**src/verilog/lmcd_pkg.sv**
```systemverilog
package lmcd_pkg;

  localparam logic [7:0] CMD_SAFE_POS   = 8'h04;
  localparam logic [7:0] CMD_HALT       = 8'h05;
  localparam logic [7:0] CMD_ZERO_POS   = 8'h06;
  localparam logic [7:0] NAD_BROADCAST  = 8'h7f;
  localparam logic [5:0] PID_NODE       = 6'h01;
  localparam logic [5:0] PID_GROUP      = 6'h02;
  localparam logic       COIL_X         = 1'b0;
  localparam logic       COIL_Y         = 1'b1;
  localparam logic [15:0] POS_RESET     = 16'h0000;
  localparam logic [10:0] SAFE_RESET    = 11'h000;
  localparam logic [7:0] NAD_RESET      = 8'h00;
  localparam logic [5:0] GROUP_RESET    = 6'h02;

  typedef enum logic [1:0] {
    LMCD_IDLE,
    LMCD_NAD,
    LMCD_CMD,
    LMCD_SUM
  } lmcd_rx_state_t;

  typedef enum logic [1:0] {
    LMCD_OP_SAFE,
    LMCD_OP_HALT,
    LMCD_OP_ZERO
  } lmcd_op_t;

  function automatic logic [7:0] lmcd_sum_add(input logic [7:0] acc,
                                              input logic [7:0] b);
    logic [8:0] s;
    s = {1'b0, acc} + {1'b0, b};
    return s[7:0] + {7'h00, s[8]};
  endfunction

  function automatic logic [7:0] lmcd_pid_byte(input logic [5:0] id);
    logic p0;
    logic p1;
    p0 = id[0] ^ id[1] ^ id[2] ^ id[4];
    p1 = ~(id[1] ^ id[3] ^ id[4] ^ id[5]);
    return {p1, p0, id};
  endfunction

  function automatic logic lmcd_known_cmd(input logic [7:0] c);
    return (c == CMD_SAFE_POS) || (c == CMD_HALT) || (c == CMD_ZERO_POS);
  endfunction

endpackage

```
**src/verilog/lmcd_link_if.sv**
```systemverilog
`timescale 1ns/1ps
`default_nettype none
// Byte-level frame link; the checksum byte closes each frame.
interface lmcd_link_if;
  logic       byte_valid;
  logic [7:0] byte_data;
  logic       frame_start;

  modport master (
    output byte_valid,
    output byte_data,
    output frame_start
  );

  modport slave (
    input byte_valid,
    input byte_data,
    input frame_start
  );
endinterface
`default_nettype wire

```
**src/verilog/lmcd_slave.sv**
```systemverilog
`timescale 1ns/1ps
`default_nettype none
module lmcd_slave (
  input  wire logic        ref_clk,
  input  wire logic        rst_n,
  lmcd_link_if.slave       link,
  input  wire logic [7:0]  node_address,
  input  wire logic [5:0]  group_pid,
  input  wire logic [10:0] safe_position,
  input  wire logic        safe_position_enable,
  input  wire logic        coil_fault,
  input  wire logic        motor_moving,
  input  wire logic        step_pulse,
  input  wire logic        step_dir,
  input  wire logic        lost_step_clear,
  input  wire logic        internal_safe_req,
  input  wire logic        bemf_coil_y,
  output logic             go_to_safe_position_cmd,
  output logic             immediate_halt_cmd,
  output logic             zero_position_cmd,
  output logic             shutdown,
  output logic             lost_step_flag,
  output logic             reference_done,
  output logic             bemf_coil_bit,
  output logic [15:0]      actual_position,
  output logic [15:0]      target_position
);

  lmcd_pkg::lmcd_rx_state_t state_r;
  logic [7:0] sum_r;
  logic [7:0] cmd_r;
  logic       addr_ok_r;
  logic       frame_ok;
  logic       fault_d_r;
  logic       halt_pend_r;
  logic       halt_ev;
  logic       fault_rise;

  // The identifier byte picks the format: the node identifier expects an address byte, the group identifier does not.
  // Only the byte marked as frame start is read as an identifier, so a
  // data byte that looks like one can never open a frame.
  always_ff @(posedge ref_clk or negedge rst_n) begin
    if (!rst_n) begin
      state_r   <= lmcd_pkg::LMCD_IDLE;
      sum_r     <= 8'h00;
      cmd_r     <= 8'h00;
      addr_ok_r <= 1'b0;
    end else if (link.byte_valid && link.frame_start) begin
      sum_r <= link.byte_data;
      if (link.byte_data == lmcd_pkg::lmcd_pid_byte(lmcd_pkg::PID_NODE)) begin
        state_r <= lmcd_pkg::LMCD_NAD;
      end else if (link.byte_data == lmcd_pkg::lmcd_pid_byte(group_pid)) begin
        addr_ok_r <= 1'b1;
        state_r   <= lmcd_pkg::LMCD_CMD;
      end else begin
        state_r <= lmcd_pkg::LMCD_IDLE;
      end
    end else if (link.frame_start) begin
      state_r <= lmcd_pkg::LMCD_IDLE;
    end else if (link.byte_valid) begin
      case (state_r)
        lmcd_pkg::LMCD_IDLE: begin
          state_r <= lmcd_pkg::LMCD_IDLE;
        end
        lmcd_pkg::LMCD_NAD: begin
          sum_r     <= lmcd_pkg::lmcd_sum_add(sum_r, link.byte_data);
          addr_ok_r <= (link.byte_data == node_address) ||
                       (link.byte_data == lmcd_pkg::NAD_BROADCAST);
          state_r   <= lmcd_pkg::LMCD_CMD;
        end
        lmcd_pkg::LMCD_CMD: begin
          sum_r   <= lmcd_pkg::lmcd_sum_add(sum_r, link.byte_data);
          cmd_r   <= link.byte_data;
          state_r <= lmcd_pkg::LMCD_SUM;
        end
        default: begin
          state_r <= lmcd_pkg::LMCD_IDLE;
        end
      endcase
    end
  end

  // Enhanced checksum: all bytes including the PID plus the checksum add to ff.
  assign frame_ok = link.byte_valid && !link.frame_start &&
                    (state_r == lmcd_pkg::LMCD_SUM) && addr_ok_r &&
                    lmcd_pkg::lmcd_known_cmd(cmd_r) &&
                    (lmcd_pkg::lmcd_sum_add(sum_r, link.byte_data) == 8'hff);

  assign fault_rise = coil_fault && !fault_d_r;
  assign halt_ev    = fault_rise ||
                      (frame_ok && cmd_r == lmcd_pkg::CMD_HALT);

  always_ff @(posedge ref_clk or negedge rst_n) begin
    if (!rst_n) begin
      go_to_safe_position_cmd <= 1'b0;
      immediate_halt_cmd      <= 1'b0;
      zero_position_cmd       <= 1'b0;
    end else begin
      // Safe moves run whatever the enable says; safe_position_enable gates no command at all.
      go_to_safe_position_cmd <= internal_safe_req ||
        (frame_ok && cmd_r == lmcd_pkg::CMD_SAFE_POS);
      immediate_halt_cmd <= halt_ev;
      zero_position_cmd  <= frame_ok && cmd_r == lmcd_pkg::CMD_ZERO_POS;
    end
  end

  always_ff @(posedge ref_clk or negedge rst_n) begin
    if (!rst_n) begin
      fault_d_r <= 1'b0;
      shutdown  <= 1'b0;
    end else begin
      fault_d_r <= coil_fault;
      if (fault_rise) begin
        shutdown <= 1'b1;
      end else if (!coil_fault) begin
        shutdown <= 1'b0;
      end
    end
  end

  // A fresh fault while motor_moving is high wins over a clear arriving in the same cycle.
  always_ff @(posedge ref_clk or negedge rst_n) begin
    if (!rst_n) begin
      lost_step_flag <= 1'b0;
    end else if (fault_rise && motor_moving) begin
      lost_step_flag <= 1'b1;
    end else if (lost_step_clear) begin
      lost_step_flag <= 1'b0;
    end
  end

  always_ff @(posedge ref_clk or negedge rst_n) begin
    if (!rst_n) begin
      reference_done <= 1'b0;
    end else if (frame_ok && cmd_r == lmcd_pkg::CMD_ZERO_POS) begin
      reference_done <= 1'b1;
    end
  end

  always_ff @(posedge ref_clk or negedge rst_n) begin
    if (!rst_n) begin
      bemf_coil_bit <= lmcd_pkg::COIL_X;
    end else begin
      bemf_coil_bit <= bemf_coil_y ? lmcd_pkg::COIL_Y
                                   : lmcd_pkg::COIL_X;
    end
  end

  // The copy waits for rest so a decelerating motor keeps its final step.
  always_ff @(posedge ref_clk or negedge rst_n) begin
    if (!rst_n) begin
      halt_pend_r     <= 1'b0;
      actual_position <= lmcd_pkg::POS_RESET;
      target_position <= lmcd_pkg::POS_RESET;
    end else if (frame_ok && cmd_r == lmcd_pkg::CMD_ZERO_POS) begin
      // A coil fault in the same cycle still gets its copy later.
      halt_pend_r     <= halt_ev;
      actual_position <= lmcd_pkg::POS_RESET;
      target_position <= lmcd_pkg::POS_RESET;
    end else begin
      if (step_pulse) begin
        actual_position <= step_dir ? actual_position + 16'h0001
                                    : actual_position - 16'h0001;
      end
      if (halt_ev) begin
        halt_pend_r <= 1'b1;
      end else if (halt_pend_r && !motor_moving && !step_pulse) begin
        halt_pend_r     <= 1'b0;
        target_position <= actual_position;
      end else if (frame_ok && cmd_r == lmcd_pkg::CMD_SAFE_POS) begin
        target_position <= {5'h00, safe_position};
      end
    end
  end

endmodule
`default_nettype wire
```
**src/flat_wrapper.sv**
```systemverilog
// flat-port wrapper written by rule: the top's interface ports become plain ports
module lmcd_slave_flat 
  (ref_clk, rst_n, node_address, group_pid, safe_position, safe_position_enable, coil_fault, motor_moving, step_pulse, step_dir, lost_step_clear, internal_safe_req, bemf_coil_y, go_to_safe_position_cmd, immediate_halt_cmd, zero_position_cmd, shutdown, lost_step_flag, reference_done, bemf_coil_bit, actual_position, target_position, link_byte_valid, link_byte_data, link_frame_start);
  lmcd_link_if link_i ();
  input  wire logic ref_clk;
  input  wire logic rst_n;
  input  wire logic [7:0] node_address;
  input  wire logic [5:0] group_pid;
  input  wire logic [10:0] safe_position;
  input  wire logic safe_position_enable;
  input  wire logic coil_fault;
  input  wire logic motor_moving;
  input  wire logic step_pulse;
  input  wire logic step_dir;
  input  wire logic lost_step_clear;
  input  wire logic internal_safe_req;
  input  wire logic bemf_coil_y;
  output logic go_to_safe_position_cmd;
  output logic immediate_halt_cmd;
  output logic zero_position_cmd;
  output logic shutdown;
  output logic lost_step_flag;
  output logic reference_done;
  output logic bemf_coil_bit;
  output logic [15:0] actual_position;
  output logic [15:0] target_position;
  input wire logic [$bits(link_i.byte_valid)-1:0] link_byte_valid;
  input wire logic [$bits(link_i.byte_data)-1:0] link_byte_data;
  input wire logic [$bits(link_i.frame_start)-1:0] link_frame_start;
  assign link_i.byte_valid = link_byte_valid;
  assign link_i.byte_data = link_byte_data;
  assign link_i.frame_start = link_frame_start;
  lmcd_slave u_core (.ref_clk(ref_clk), .rst_n(rst_n), .link(link_i), .node_address(node_address), .group_pid(group_pid), .safe_position(safe_position), .safe_position_enable(safe_position_enable), .coil_fault(coil_fault), .motor_moving(motor_moving), .step_pulse(step_pulse), .step_dir(step_dir), .lost_step_clear(lost_step_clear), .internal_safe_req(internal_safe_req), .bemf_coil_y(bemf_coil_y), .go_to_safe_position_cmd(go_to_safe_position_cmd), .immediate_halt_cmd(immediate_halt_cmd), .zero_position_cmd(zero_position_cmd), .shutdown(shutdown), .lost_step_flag(lost_step_flag), .reference_done(reference_done), .bemf_coil_bit(bemf_coil_bit), .actual_position(actual_position), .target_position(target_position));
endmodule
```
**config.mk**
```make
export PLATFORM = sky130hd
export DESIGN_NAME = lmcd_slave_flat
export DESIGN_NICKNAME = d
export VERILOG_FILES = /design/src/verilog/lmcd_pkg.sv /design/src/verilog/lmcd_link_if.sv /design/src/verilog/lmcd_slave.sv /design/src/flat_wrapper.sv
export SDC_FILE = /design/constraint.sdc
export NUM_CORES = 1
export LEC_CHECK = 0
export ABC_AREA = 1
export ABC_CLOCK_PERIOD_IN_PS = 3000
export BUFFER_PORTS_ARGS = -buffer_cell sky130_fd_sc_hd__buf_2
export CORE_UTILIZATION = 40
export DETAILED_ROUTE_END_ITERATION = 10
export GPL_TIMING_DRIVEN = 0
export SYNTH_ARGS = -nofsm -noshare
export SYNTH_HDL_FRONTEND = slang
export SYNTH_SLANG_ARGS = --single-unit
```
**constraint.sdc**
```tcl
create_clock -name ref_clk -period 3 [get_ports ref_clk]
set_input_delay 0.6 -clock ref_clk [delete_from_list [all_inputs] [get_ports ref_clk]]
set_output_delay 0.6 -clock ref_clk [all_outputs]
set_load 0.005 [all_outputs]
```
==> results of run 1 <==
[report_power, final]
| part | switching [mW] | internal, mW | total, mW | leakage (nW) |
|---|---|---|---|---|
| Clock | 0.339 | 0.430 | 0.768 | 0.0959 |
| Combinational | 1.18 | 0.934 | 2.12 | 2.11 |
| Sequential | 0.187 | 1.04 | 1.22 | 0.753 |
[how the worst max path moves through the flow]
stage	to	cells past startpoint
floorplan	u_core.target_position[1]$_DFFE_PN0P_	24
global placement	u_core.target_position[3]$_DFFE_PN0P_	25
detailed placement	u_core.target_position[3]$_DFFE_PN0P_	25
CTS	u_core.actual_position[13]$_DFFE_PN0P_	22
global route	u_core.target_position[2]$_DFFE_PN0P_	24
finish	u_core.halt_pend_r$_DFFE_PN0P_	23
[layer usage]
metal	track usage, %	vias to the layer above
met5	0	-
met1	31.21	1973
met2	34.28	84
met3	4.476	20
met4	8.730	0
li1	-	2117
[sequential cells by signal, summed over array words and instances, names as in the netlist]
name and cells:
u_core.actual_position 16, u_core.target_position 16, u_core.cmd_r 8, u_core.sum_r 8, u_core.state_r 2, u_core.addr_ok_r 1
u_core.bemf_coil_bit 1, u_core.fault_d_r 1, u_core.go_to_safe_position_cmd 1, u_core.halt_pend_r 1, u_core.immediate_halt_cmd 1, u_core.lost_step_flag 1
u_core.reference_done 1, u_core.shutdown 1, u_core.zero_position_cmd 1
[final cells by class]
| class | count | area (um^2) | share of cell area (%) |
|---|---|---|---|
| Clock buffer | 13 | 158.9 | 2.760 |
| Sequential cell | 60 | 1501 | 26.08 |
| Timing Repair Buffer | 110 | 729.5 | 12.67 |
| Clock inverter | 3 | 45.04 | 0.7823 |
| Tap cell | 136 | 170.2 | 2.955 |
| Inverter | 79 | 301.5 | 5.237 |
| Buffer | 12 | 126.4 | 2.195 |
| Multi-Input combinational cell | 411 | 2725 | 47.33 |
[placed cells by master, fill, tap and decap left out, types with 2 or more instances in the layout]
cell and n:
buf_2 81, a21oi_1 14, clkbuf_16 3, o22ai_1 2, buf_12 2, clkinvlp_4 2, a21oi_2 2, inv_2 7
o21ai_0 24, a31oi_1 2, nand3_2 24, o221ai_1 7, o211ai_1 2, xor2_1 14, buf_4 18, a211oi_1 2
o21ai_1 2, clkbuf_1 6, buf_6 10, or2_2 5, buf_8 3, ha_4 6, nor2_1 30, o21a_1 2
xnor2_1 16, clkbuf_8 11, nand4_1 28, o22ai_2 12, nor4_1 2, ha_1 20, nor2_2 5, dfrtp_1 60
nand2_2 11, nand3_4 2, nand3_1 21, nand2_4 5, nand2_1 135, inv_1 70
[Yosys cell counts, types with 2 or more instances]
cell / count / area share (%)
dfrtp_1: 60 / 35
or2_2: 5 / 0.72
nand2_2: 9 / 1.3
fa_1: 2 / 0.92
o221ai_1: 7 / 1.4
clkbuf_1: 4 / 0.35
nand3_2: 17 / 3.9
a211oi_1: 2 / 0.35
buf_6: 2 / 0.52
o21ai_0: 26 / 3.0
nand2_1: 141 / 12
nor2_2: 4 / 0.58
o22ai_1: 15 / 2.2
xnor2_1: 16 / 3.2
nor4_1: 2 / 0.29
o211ai_1: 2 / 0.35
xor2_1: 14 / 2.8
inv_1: 74 / 6.4
buf_4: 4 / 0.69
nor2_1: 31 / 2.7
nand3_1: 30 / 3.5
inv_2: 3 / 0.26
a31oi_1: 2 / 0.29
nand4_1: 28 / 4.0
ha_1: 27 / 7.8
a21oi_1: 16 / 1.8
o21a_1: 2 / 0.35
[critical path, cell delays in order (launching register included)]
cell and delay (ps):
dfrtp_1 410, ha_4 180, fa_2 360, nand3_2 90, nand3_2 80, a21oi_2 140
o21bai_1 80, ha_2 200, ha_4 280, nand2_4 50, inv_2 40, nand2_2 40
nor2_2 90, nand3_1 70, nor2_1 100, nand3_1 100, nor2_2 100, nand2_2 70
nor2_4 190, nand3_4 150, buf_6 180, clkbuf_16 150, nand3_2 50, nand2_1 60
[stage by stage]
step,hold WS (ps),utilization (%),instance area (um^2),setup WS (ps)
after detailed placement,453.6,47.75,4974,-924.6
after global routing,336.4,55.28,5758,-568.6
after global placement,449.8,47.72,4971,-918.7
final,315.2,55.28,5758,-399.5
after floorplan,304.4,-,4390,-317.0
after CTS,337.9,52.77,5497,-392.0
[repair_timing]
action,4_1_cts,5_1_grt
gates resized for setup,30,37
setup endpoints to repair,37,38
hold buffers,0,0
gates cloned,3,3
pin swaps,23,21
setup buffers,18,5
[cell families after synthesis]
group           count (synthesis)  synth area share [%]
flops                          60                 34.63
xor+xnor                       30                 6.061
buf+inv                        91                 8.917
simple gates                  274                 30.79
compound gates                 77                 10.62
fa+ha+maj                      29                 8.716
mux                             1                0.2597
==> impl_metrics.tcl, run 1 <==
set metrics [dict create \
    fin_crit_ps 3400 \
    dr_wl_met3_um 455 \
    port_buffers 82 \
    r2r_setup_slack_ps -400 \
    overflow 0 \
    cts_max_level 3 \
    grt_max_degree 61 \
    dr.pass1.iters 5 \
    totalWireLength_um 12290 \
    gp_congestion 0.8693 \
    setup_viol 36 \
    grt_pass1_wl_um 19620 \
    ys_types 44 \
    final_cells 824 \
    yosysSeqAreaShare_pct 34.63 \
    drive_above_1_share_pct 31.83 \
    io_pins 84 \
    max_cap_viol_count 0 \
    critPathCaptureType "flop" \
    wire_per_inst_um 14.92 \
    fmaxAchievable_mhz 294.2 \
    dp.cells 780 \
    die_h_um 106.1 \
    wl_met1_um 5979 \
    clockBufferDepth 2 \
    top_layer_used "met4" \
    async_flop_share_pct 100.0 \
    clock_skew_ps 7.023 \
    crit_start "u_core.sum_r[0]$_DFFE_PN0P_" \
    power_mw 4.107 \
    drc 0 \
    hold_path_class "in2async" \
    maxSlewViolCount 0 \
    tns_ps -11730 \
    rsz0062_at_grt "true" \
    antenna_found_initial 0 \
    violations "negative setup slack" \
    start_util_pct 41.62 \
    clock-root-buffer "clkbuf_8" \
    nets 757 \
    track_usage_pct 22.48 \
    clock-sinks 60 \
    period_share_pct 113.3 \
    die_x_um 106.1 \
    path_max_fanout 6 \
    cts.clk_slew.worst_paths_ps 70 \
    dp_hpwl_um 8776 \
    r2r-end "u_core.halt_pend_r$_DFFE_PN0P_" \
    peakVddDrop_v 0.0005621 \
    fill_cells 1017 \
    crit_path_start_kind "flop" \
    avgSynthCellArea_um2 7.714 \
    worstReg2RegStart "u_core.sum_r[0]$_DFFE_PN0P_" \
    clk_latency_ps 350 \
    setup_slack_ps -399.5 \
    yosysWarnings 0 \
    crit_type "reg2reg" \
    syn_inst 562 \
    num_vias 4194 \
    syn-num-nets 636 \
    die_area_um2 11260 \
    crit_arrival_ps 3640 \
    synth_enable_flop_cells 0 \
    area_growth_pct 32.81 \
    power.density_nw_per_um2 713.2 \
    status "finished with violations" \
    cts_tree "built" \
    dr_wl_met2_um 5643 \
    cts_made_buffers 9 \
    ant_nets 0 \
    ys.flop_type "dfrtp_1" \
    slew_headroom_pct 47.41 \
    worst_pin_slew_ps 788.8 \
    r2r_cells 23 \
    worstPathRequired_ps 3240 \
    synth_seq_cells 60 \
    drt_iter0_drc 177 \
    leakage_nw 2.956 \
    std_cell_rows 37 \
    hold_viol 0 \
    n_antenna_cell 0 \
    via_per_inst 5.090 \
    grt_pass1_vias 3998 \
    synth.cell_area_um2 4335 \
    core_um2 10420 \
]
Power figures use the tool's default switching activity.
==> run 2, diff against run 1 <==
--- a/config.mk
+++ b/config.mk
@@ -10,7 +10,8 @@
 export BUFFER_PORTS_ARGS = -buffer_cell sky130_fd_sc_hd__buf_2
 export CORE_UTILIZATION = 40
 export DETAILED_ROUTE_END_ITERATION = 10
-export GPL_TIMING_DRIVEN = 0
+export GPL_TIMING_DRIVEN = 1
+export PLACE_DENSITY = 0.74
 export SYNTH_ARGS = -nofsm -noshare
 export SYNTH_HDL_FRONTEND = slang
 export SYNTH_SLANG_ARGS = --single-unit
==> impl_metrics.tcl, run 2 (synthesized netlist as in run 1, its figures left out) <==
set metrics [dict create \
    status "finished with violations" \
    violations "negative setup slack" \
    utilization_pct 55.59 \
    die_x_um 106.1 \
    fmaxAchievable_mhz 289.3 \
    gp_congestion 0.8450 \
    rsz0062_at_grt "true" \
    fill_cells 949 \
    period_share_pct 115.2 \
    crit_path_start_kind "flop" \
    io_pins 84 \
    overflow 0 \
    crit_type "reg2reg" \
    dp_hpwl_um 9450 \
    via_per_inst 5.139 \
    clk_latency_ps 340 \
    die_h_um 106.1 \
    met3_usage_pct 5.089 \
    seq_area_um2 1501 \
    grt_max_degree 35 \
    setup_viol 37 \
    cts_made_buffers 9 \
    crit_arrival_ps 3730 \
    critPathCaptureType "flop" \
    r2r_cells 23 \
    core_um2 10420 \
    drc 0 \
    clock-sinks 60 \
    met1_usage_pct 25.83 \
    wire_per_inst_um 14.43 \
    dr.pass1.iters 5 \
    worstPathRequired_ps 3270 \
    slew_headroom_pct 60.98 \
    clock_skew_ps 11.88 \
    layout_common_cells "nand2_1, buf_2, inv_1, dfrtp_1, buf_4" \
    ctsHoldBuffers 0 \
    ant_nets 0 \
    multi_input_area_um2 2679 \
    leakage_nw 3.038 \
    hold_path_class "in2async" \
    layout_commonest_cell "nand2_1" \
    std_cell_rows 37 \
    cts.clk_slew.worst_paths_ps 70 \
    peakVddDrop_v 0.0004854 \
    nets 780 \
    totalWireLength_um 12230 \
    top_regs "u_core.actual_position: 16 flops, u_core.target_position: 16 flops" \
    maxSlewViolCount 0 \
    track_usage_pct 22.12 \
    worstReg2RegStart "u_core.sum_r[0]$_DFFE_PN0P_" \
    start_util_pct 41.62 \
    clockBufferDepth 2 \
    drt_iter0_drc 198 \
    cts_max_level 3 \
    drive_above_1_share_pct 32.77 \
    r2r-end "u_core.target_position[6]$_DFFE_PN0P_" \
    max_cap_viol_count 0 \
    die_area_um2 11260 \
    power_mw 4.185 \
    num_vias 4353 \
    worst_pin_slew_ps 583.7 \
    antenna_found_initial 0 \
    clock-root-buffer "clkbuf_8" \
    worst_hold_slack_ps 266.7 \
    cts_tree "built" \
    port_buffers 82 \
    fin_crit_ps 3456 \
    tns_ps -15360 \
    n_antenna_cell 0 \
    grt_pass1_vias 4315 \
    power.density_nw_per_um2 722.8 \
    grtUsageMet2_pct 39.75 \
    r2r_setup_slack_ps -460 \
    area_growth_pct 33.56 \
    grt_pass1_wl_um 19840 \
    pre_cts_ws_ps -680.4 \
    top_usage_layer "met2" \
    setup_slack_ps -456.1 \
    hold_viol 0 \
    path_max_fanout 8 \
]
==> run 2: cell types whose count changed in the layout (fill, tap and decap cells not counted), moves of 3 or more <==
cell      change
buf_4        +36
buf_6         -7
clkbuf_1      -3
ha_1          +3
ha_4          -3
nand3_1       +6
nand3_2       -6
==> run 2: what timing repair did <==
action,CTS,global route
pin swaps,8,28
gates cloned,0,2
endpoints found under the setup margin,37,37
endpoints found under the hold margin,0,0
gates resized for setup,20,22
buffers inserted,3,7
==> run 2: cell type report <==
cell class                 count  share of cell area [%]
clock buffer                  15                   3.047
multi-input combinational    412                   46.26
timing repair buffer         144                   16.40
sequential                    60                   25.93
clock inverter                 1                 0.08643
inverter                      79                   5.337
tap                          136                   2.939
==> run 2: worst max-delay path: stages (launching register included) <==
cell and delay, ps:
dfrtp_1 420, ha_4 180, fa_2 340, nand3_2 90
nand3_2 90, a21oi_2 160, o21bai_1 100, ha_2 210
ha_4 280, nand2_4 50, inv_2 50, nand2_2 40
nor2_2 100, nand3_1 90, nor2_1 120, nand3_1 100
nor2_2 120, nand2_2 70, nor2_4 190, nand3_4 130
nand2_8 130, buf_6 160, nand4_1 100, nand2_1 70
==> run 2: power by group <==
part	internal, mW	leakage (nW)	total [mW]	switching [mW]
logic	1.05	2.19	2.28	1.23
registers	1.04	0.753	1.24	0.199
clock network	0.368	0.0937	0.667	0.300
==> run 2: routing by layer <==
layer | part of all wire [%] | vias up
met5 | 0 | -
met4 | 2.4 | 0
met3 | 5.2 | 27
met2 | 50 | 125
met1 | 42 | 2045
li1 | - | 2156
==> run 2: worst max-delay path by stage <==
stage                           startpoint                                     end  slack, ps
2_1_floorplan            link_byte_data[0]   u_core.target_position[1]$_DFFE_PN0P_       -320
3_3_place_gp             link_byte_data[0]  u_core.actual_position[11]$_DFFE_PN0P_       -570
3_5_place_dp             link_byte_data[0]  u_core.actual_position[11]$_DFFE_PN0P_       -680
4_1_cts        u_core.sum_r[0]$_DFFE_PN0P_   u_core.target_position[6]$_DFFE_PN0P_       -300
5_1_grt        u_core.sum_r[0]$_DFFE_PN0P_   u_core.target_position[6]$_DFFE_PN0P_       -670
6_report       u_core.sum_r[0]$_DFFE_PN0P_   u_core.target_position[6]$_DFFE_PN0P_       -460
==> run 2: per-stage QoR <==
step / cells / area (um^2)
after floorplan: 562 / 4390
after global placement: 819 / 5296
after detailed placement: 819 / 5296
after CTS: 838 / 5578
after global routing: 847 / 5791
final: 847 / 5791
